<file path="src/kde_pkg.sv">
// Package of constants and types for the keypad data register entry block
package kde_pkg;
    // Panel address offset of the data register area
    localparam logic [13:0] KDE_DR_OFFSET = 14'h044c;
    // Key codes from the keypad scanner
    typedef enum logic [3:0] {
        KDE_KEY_DIGIT = 4'h0,
        KDE_KEY_ADDR = 4'h1,
        KDE_KEY_ENTRY = 4'h2,
        KDE_KEY_CONV = 4'h3,
        KDE_KEY_PLUS = 4'h4,
        KDE_KEY_MINUS = 4'h5,
        KDE_KEY_CLEAR = 4'h6
    } kde_key_t;
    // Operator dialogue states, Gray coded
    typedef enum logic [1:0] {
        KDE_ST_IDLE = 2'b00,
        KDE_ST_ADDR = 2'b01,
        KDE_ST_VALUE = 2'b11
    } kde_state_t;
    // Blank glyph (segments g..a, active high)
    localparam logic [6:0] KDE_SEG_BLANK = 7'h00;
    // Two-byte mode step
    localparam logic [13:0] KDE_STEP_PAIR = 14'h0002;
    // Single-byte mode step
    localparam logic [13:0] KDE_STEP_ONE = 14'h0001;
endpackage

</file>
<file path="src/kde_entry.sv">
// Keypad command interpreter for manual data register entry
// Summary of operation
// - Panel address is register number plus 1100
// - Entry key discards shown value, accepts digits
// - Two-byte store on plus advances address by two
// - BCD nibbles display as decimal digits
// - Nibbles ten to fourteen show fixed glyphs, fifteen shows blank
// - Writes only reach writable RAM area
// - Plus stores byte, advances address by one in single-byte view
`timescale 1ns/1ps
module kde_entry
#(
    parameter int unsigned REG_COUNT = 8192
)
(
    // Clock and reset
    input wire logic clk,
    input wire logic rst_n,
    // Keypad, raw from panel pins
    input wire logic key_stb,
    input wire logic [3:0] key_code,
    input wire logic [3:0] key_digit,
    // Data register RAM port
    output logic ram_we,
    output logic [12:0] ram_addr,
    output logic [7:0] ram_wdata,
    input wire logic [7:0] ram_rdata,
    input wire logic ram_writable,
    // Display
    output logic [13:0] disp_addr,
    output logic disp_pair,
    output logic [27:0] disp_seg
);
    import kde_pkg::*;

    // Elaboration check: the RAM index is 13 bits and a pair needs two registers
    if (REG_COUNT < 2 || REG_COUNT > 8192)
    begin : g_bad_count
        $error("kde_entry: REG_COUNT out of range");
    end

    // Pin synchronisers, stage one read only by stage two
    logic stb_s1_q, stb_s2_q, stb_s3_q;
    logic [7:0] key_s1_q, key_s2_q;
    always_ff @(posedge clk or negedge rst_n)
    begin
        if (!rst_n)
        begin
            stb_s1_q <= 1'b0;
            stb_s2_q <= 1'b0;
            stb_s3_q <= 1'b0;
            key_s1_q <= 8'h00;
            key_s2_q <= 8'h00;
        end
        else
        begin
            stb_s1_q <= key_stb;
            stb_s2_q <= stb_s1_q;
            stb_s3_q <= stb_s2_q;
            key_s1_q <= {key_code, key_digit};
            key_s2_q <= key_s1_q;
        end
    end

    // One pulse per key press; code sampled with the strobe settled
    logic key_ev;
    kde_key_t key;
    logic [3:0] dig;
    assign key_ev = stb_s2_q & ~stb_s3_q;
    assign key = kde_key_t'(key_s2_q[7:4]);
    assign dig = key_s2_q[3:0];

    // Dialogue state
    kde_state_t st_q;
    logic [13:0] addr_q; // Selected panel address
    logic pair_q; // Two-byte view
    logic pend_q; // Value pending commit
    logic [15:0] acc_q; // Keyed value, binary
    logic [15:0] bcd_q; // Keyed digits for display
    logic [1:0] wr_q; // Remaining store bytes
    logic [15:0] wval_q; // Value being stored
    logic rd_ph_q; // Read slot: high means predecessor fetched

    // Register index of current address
    logic [13:0] reg_idx;
    logic in_area;
    assign reg_idx = addr_q - KDE_DR_OFFSET;
    assign in_area = (addr_q >= KDE_DR_OFFSET) &&
        (reg_idx < 14'(REG_COUNT));

    // Commit happens on these keys when a value is pending
    logic commit;
    assign commit = key_ev && pend_q && (key == KDE_KEY_PLUS || key == KDE_KEY_MINUS ||
        key == KDE_KEY_ADDR || key == KDE_KEY_ENTRY);

    // Step size after a store or browse
    logic [13:0] step;
    assign step = pair_q ? KDE_STEP_PAIR : KDE_STEP_ONE;

    // Key interpreter
    always_ff @(posedge clk or negedge rst_n)
    begin
        if (!rst_n)
        begin
            st_q <= KDE_ST_IDLE;
            addr_q <= KDE_DR_OFFSET;
            pair_q <= 1'b0;
            pend_q <= 1'b0;
            acc_q <= 16'h0000;
            bcd_q <= 16'h0000;
        end
        else if (key_ev)
        begin
            case (key)
                KDE_KEY_ADDR:
                begin
                    // New address typed from zero
                    st_q <= KDE_ST_ADDR;
                    addr_q <= 14'h0000;
                    pair_q <= 1'b0;
                    pend_q <= 1'b0;
                end
                KDE_KEY_ENTRY:
                begin
                    // Old value discarded, digits collect afresh
                    st_q <= KDE_ST_VALUE;
                    acc_q <= 16'h0000;
                    bcd_q <= 16'h0000;
                    pend_q <= 1'b1;
                end
                KDE_KEY_CONV:
                begin
                    if (st_q == KDE_ST_VALUE)
                    begin
                        // Correction: restart the digit sequence
                        acc_q <= 16'h0000;
                        bcd_q <= 16'h0000;
                    end
                    else
                        pair_q <= ~pair_q;
                end
                KDE_KEY_CLEAR:
                begin
                    acc_q <= 16'h0000;
                    bcd_q <= 16'h0000;
                end
                KDE_KEY_PLUS:
                begin
                    addr_q <= addr_q + step;
                    pend_q <= 1'b0;
                    st_q <= KDE_ST_IDLE;
                end
                KDE_KEY_MINUS:
                begin
                    addr_q <= addr_q - step;
                    pend_q <= 1'b0;
                    st_q <= KDE_ST_IDLE;
                end
                KDE_KEY_DIGIT:
                begin
                    if (st_q == KDE_ST_ADDR)
                        addr_q <= 14'(addr_q * 14'd10 + {10'h000, dig});
                    else if (st_q == KDE_ST_VALUE && dig < 4'ha)
                    begin
                        // Binary value wraps past the view width; limitation of the panel
                        acc_q <= 16'(acc_q * 16'd10 + {12'h000, dig});
                        bcd_q <= {bcd_q[11:0], dig};
                    end
                end
                default:
                begin
                    st_q <= st_q;
                end
            endcase
        end
    end

    // Store sequencer: low byte at selected register, high byte at predecessor
    always_ff @(posedge clk or negedge rst_n)
    begin
        if (!rst_n)
        begin
            wr_q <= 2'd0;
            wval_q <= 16'h0000;
            ram_addr <= 13'h0000;
        end
        else if (commit && in_area)
        begin
            wr_q <= pair_q ? 2'd2 : 2'd1;
            wval_q <= pair_q ? acc_q : {8'h00, acc_q[7:0]};
            ram_addr <= reg_idx[12:0];
        end
        else if (wr_q != 2'd0)
        begin
            wr_q <= wr_q - 2'd1;
            wval_q <= {8'h00, wval_q[15:8]};
            ram_addr <= ram_addr - 13'h0001;
        end
        else if (in_area)
            // Fetch address follows the read slot; predecessor feeds the high byte
            ram_addr <= rd_ph_q ? reg_idx[12:0] : reg_idx[12:0] - 13'h0001;
    end

    // Write only where RAM backs the area
    assign ram_we = (wr_q != 2'd0) && ram_writable;
    assign ram_wdata = wval_q[7:0];

    // Shown value: pair view reads predecessor as high byte
    logic [7:0] lo_q, hi_q;
    always_ff @(posedge clk or negedge rst_n)
    begin
        if (!rst_n)
        begin
            lo_q <= 8'h00;
            hi_q <= 8'h00;
            rd_ph_q <= 1'b0;
        end
        else if (wr_q == 2'd0)
        begin
            // Alternate fetch slots; ram_addr swaps between register and predecessor
            rd_ph_q <= ~rd_ph_q;
            if (rd_ph_q)
                hi_q <= ram_rdata;
            else
                lo_q <= ram_rdata;
        end
    end

    // Display nibbles from keyed digits or stored binary
    logic [15:0] shown;
    assign shown = (st_q == KDE_ST_VALUE) ? bcd_q :
        (pair_q ? {hi_q, lo_q} : {8'h00, lo_q});

    logic [27:0] seg_w;
    genvar gi;
    generate
        for (gi = 0; gi < 4; gi++)
        begin : g_dig
            kde_seg u_seg
            (
                .nib(shown[gi*4 +: 4]),
                .seg(seg_w[gi*7 +: 7])
            );
        end
    endgenerate

    // Registered display outputs
    always_ff @(posedge clk or negedge rst_n)
    begin
        if (!rst_n)
        begin
            disp_seg <= 28'h0000000;
            disp_addr <= KDE_DR_OFFSET;
            disp_pair <= 1'b0;
        end
        else
        begin
            disp_seg <= seg_w;
            disp_addr <= addr_q;
            disp_pair <= pair_q;
        end
    end
endmodule // kde_entry

</file>
<file path="src/kde_seg.sv">
// Nibble to seven-segment glyph decoder
`timescale 1ns/1ps
module kde_seg
(
    // Nibble in
    input wire logic [3:0] nib,
    // Segments g..a, active high
    output logic [6:0] seg
);
    import kde_pkg::*;

    // Decimal digits for BCD nibbles, fixed glyphs for ten to fourteen, blank for fifteen
    always_comb
    begin
        case (nib)
            4'h0: seg = 7'h3f;
            4'h1: seg = 7'h06;
            4'h2: seg = 7'h5b;
            4'h3: seg = 7'h4f;
            4'h4: seg = 7'h66;
            4'h5: seg = 7'h6d;
            4'h6: seg = 7'h7d;
            4'h7: seg = 7'h07;
            4'h8: seg = 7'h7f;
            4'h9: seg = 7'h6f;
            4'ha: seg = 7'h08;
            4'hb: seg = 7'h79;
            4'hc: seg = 7'h58;
            4'hd: seg = 7'h5c;
            4'he: seg = 7'h7c;
            default: seg = KDE_SEG_BLANK;
        endcase
    end
endmodule // kde_seg

</file>
<file path="config.mk">
export PLATFORM = sky130hd
export DESIGN_NAME = kde_entry
export DESIGN_NICKNAME = d
export VERILOG_FILES = /design/src/kde_pkg.sv /design/src/kde_entry.sv /design/src/kde_seg.sv
export SDC_FILE = /design/constraint.sdc
export NUM_CORES = 1
export LEC_CHECK = 0
export BUFFER_PORTS_ARGS = -buffer_cell sky130_fd_sc_hd__buf_2
export CORE_MARGIN = 5
export CORE_UTILIZATION = 61
export CTS_BUF_LIST = sky130_fd_sc_hd__clkbuf_16
export DETAILED_ROUTE_END_ITERATION = 10
export PLACE_DENSITY = 0.82
export SLEW_MARGIN = 20
export SYNTH_ARGS = -nofsm -noshare
export SYNTH_HDL_FRONTEND = slang
export SYNTH_SLANG_ARGS = --single-unit
</file>
<file path="constraint.sdc">
create_clock -name clk -period 4.4 [get_ports clk]
set_input_delay 0.88 -clock clk [delete_from_list [all_inputs] [get_ports clk]]
set_output_delay 0.88 -clock clk [all_outputs]
set_load 0.01 [all_outputs]
</file>
==> impl_metrics.toml <==
[drt]
viasPerCell = 6.07
drt_iter0_drc = 699
drtPass1Iterations = 5
drc = 0
wire_per_inst_um = 16.8
vias = 8381
wl_mm = 23.3
ant_nets = 0

[setup_path]
arrival_ns = 4.17
required_ns = 4.77
crit_path_start_kind = "register"
reg2reg_from = "acc_q[1]$_DFFE_PN0P_"
r2r_end = "acc_q[15]$_DFFE_PN0P_"
end_kind = "register"
critPathKind = "reg -> reg"
cp_max_fo = 5
regToRegSetupSlack_ns = 0.61
r2r_cells = 11

[yosys]
synth_top_area_share_pct = 37.2
synthSimpleGateAreaFrac_pct = 15.9
synth.area.mux_share_pct = 5.11
yosysSeqAreaShare_pct = 39.2
ys_seq_elements = 159
synth_xor_area_share_pct = 4.57
syn-instance-count = 1086
netlist_area_um2 = 10200
ys_warn_count = 0
synth_compound_gate_area_share_pct = 19.6
synth_top_family_by_area = "compound AO/OA/AOI/OAI gates"
synth_top_flop_cell = "dfrtp_1"
synth_edf_count = 0
synth_cell_type_count = 82
synth_nets = 1201
synth_fa_ha_area_share_pct = 12.1
ys_async_sr_fraction_pct = 100
synth_area_leaders = "dfrtp_1 37%, ha_1 11%, nand2_1 5.1%"
yosysTopAreaCell = "dfrtp_1"
syn_avg_cell_area_um2 = 9.36

[clocking]
cts_resized = 0
clk_pin_slew_worst_paths_ns = 0.07
cts_inserted_buffers = 17
clk_path_buf_depth = 2
h-tree-depth = 4
worstSkewPairLatency_ns = 0.44
cts-root-buf = "clkbuf_16"
cts_tree = "yes"
clock-sinks = 159
hold_buffers = 0
cts_setup_buffers = 0

[floorplanning]
die_h_um = 139
ios = 85
start_util_pct = 61.7
rows = 47
die_w_um = 139
dieArea_um2 = 19300
core_um2 = 16500

[timing]
slew_violations = 0
max_slew_margin_pct = 34.5
min_period_ns = 3.79
finalCritPeriodShare_pct = 86.2
skew_ns = 0.00749
fmax_ghz = 0.264
finalSetupViolations = 0
setup_ws_ns = 0.609
finalHoldViolCount = 0
finalSetupTns_ns = 0
rsz0062_at_grt = "false"
tightest_slew_ns = 0.955

[worst_hold_path]
holdCritStartpoint = "key_s1_q[2]$_DFF_PN0_"
hold_end = "key_s2_q[2]$_DFF_PN0_"
hold_path_class = "reg -> reg"
hold_depth = 0

[job]
cap_violations = 0

[global_routing]
antenna_found_initial = 0
gr-total-overflow = 0
grt_pass1_wl_mm = 39.1
grt_max_degree = 97
track_usage_pct = 24.2
grt_pass1_vias = 8053

[finish]
seq_area_um2 = 3990
final_nets = 1263
num-fill-cells = 1275
multiInputGateArea_um2 = 5830
area_growth_pct = 11.4
layout-drive-gt1-share_pct = 15.8
num_antenna_cells = 0
final_common_cell = "dfrtp_1"
final_cell_mix = "151 x dfrtp_1, 138 x nand2_1, 89 x ha_1"

[placed_design]
hpwl_mm = 16.6
gp_congestion = 0.930
dp_worst_setup_slack_ns = 0.716
numPortBuffers = 84

[pwr]
power.density_nw_per_um2 = 527
leakage_nw = 5.27
ir_drop_mv = 0.370

[status]
status = "complete, no violations"
## cell usage after synthesis (all sizes together), types with 16 or more instances
cell / count
clkbuf: 30
nand3: 29
nor2: 64
inv: 30
mux2: 21
nand2: 138
xor2: 19
dfrtp: 151
mux2i: 26
nor3: 29
xnor2: 34
a21oi: 83
o21ai: 88
a211oi: 16
buf: 20
ha: 90
a21o: 19
## worst max-delay path, cell delays in order, from the launching register on
cell	delay [ns]
dfrtp_1	0.45
ha_1	0.34
ha_1	0.26
fa_1	0.44
a211oi_1	0.43
nor2_1	0.12
a2111oi_1	0.57
o2111ai_1	0.27
nor3_2	0.20
and3_1	0.23
mux2_1	0.33
nand3_1	0.08
## report_power, final
group	switching (mW)	leakage (nW)	internal (mW)
sequential	0.232	1.97	1.81
combinational	1.41	3.01	0.984
clock	0.634	0.296	0.902
total	2.27	5.27	3.69
## how the worst max path moves through the flow
| stage | startpoint | endpoint | slack (ns) | depth (start not counted) |
|---|---|---|---|---|
| floorplan | acc_q[1]$_DFFE_PN0P_ | acc_q[15]$_DFFE_PN0P_ | 1.04 | 11 |
| global placement | acc_q[1]$_DFFE_PN0P_ | acc_q[15]$_DFFE_PN0P_ | 0.84 | 11 |
| detailed placement | acc_q[1]$_DFFE_PN0P_ | acc_q[15]$_DFFE_PN0P_ | 0.72 | 11 |
| CTS | acc_q[1]$_DFFE_PN0P_ | acc_q[15]$_DFFE_PN0P_ | 0.65 | 11 |
| global route | acc_q[1]$_DFFE_PN0P_ | acc_q[15]$_DFFE_PN0P_ | 0.30 | 11 |
| finish | acc_q[1]$_DFFE_PN0P_ | acc_q[15]$_DFFE_PN0P_ | 0.61 | 11 |
## through the flow
stage / cells / area (um^2) / hold WS, ns / utilization [%] / total power, mW
after global placement: 1349 / 10700 / 0.335 / 65.1 / 4.33
after floorplan: 1086 / 10200 / 0.331 / - / 3.77
final: 1381 / 11300 / 0.348 / 68.8 / 5.96
after global routing: 1381 / 11300 / 0.354 / 68.8 / 6.36
after CTS: 1381 / 11300 / 0.350 / 68.8 / 5.96
after detailed placement: 1349 / 10700 / 0.336 / 65.1 / 4.42
## flip-flops by register name, summed over array words and instances, names as in the netlist, 8 cells and up
register,flops
disp_seg,28
acc_q,16
wval_q,16
bcd_q,15
addr_q,14
disp_addr,14
ram_addr,13
hi_q,8
key_s1_q,8
key_s2_q,8
lo_q,8
## area by class of cell
class	count	area share (%)
clock buffer	17	3.76
inverter	31	1.03
multi-input combinational	846	51.5
tap	220	2.43
clock inverter	15	1.62
sequential	159	35.2
timing repair buffer	93	4.48
## layer usage
layer / global-route usage (%) / vias to the layer above / wire length (um)
li1: - / 4046 / -
met1: 33.0 / 4039 / 10500
met2: 38.9 / 244 / 10900
met3: 4.38 / 52 / 1260
met4: 9.06 / 0 / 599
met5: 0 / - / 0
## cells by family after synthesis
group                      Yosys count
adders and majority gates           95
and+or+nand+nor                    339
muxes                               48
AOI/OAI and AO/OA                  311
xor gates and xnor gates            53
buffers and inverters               81
DFF                                159
No activity file was read; power rests on OpenSTA's default activity.
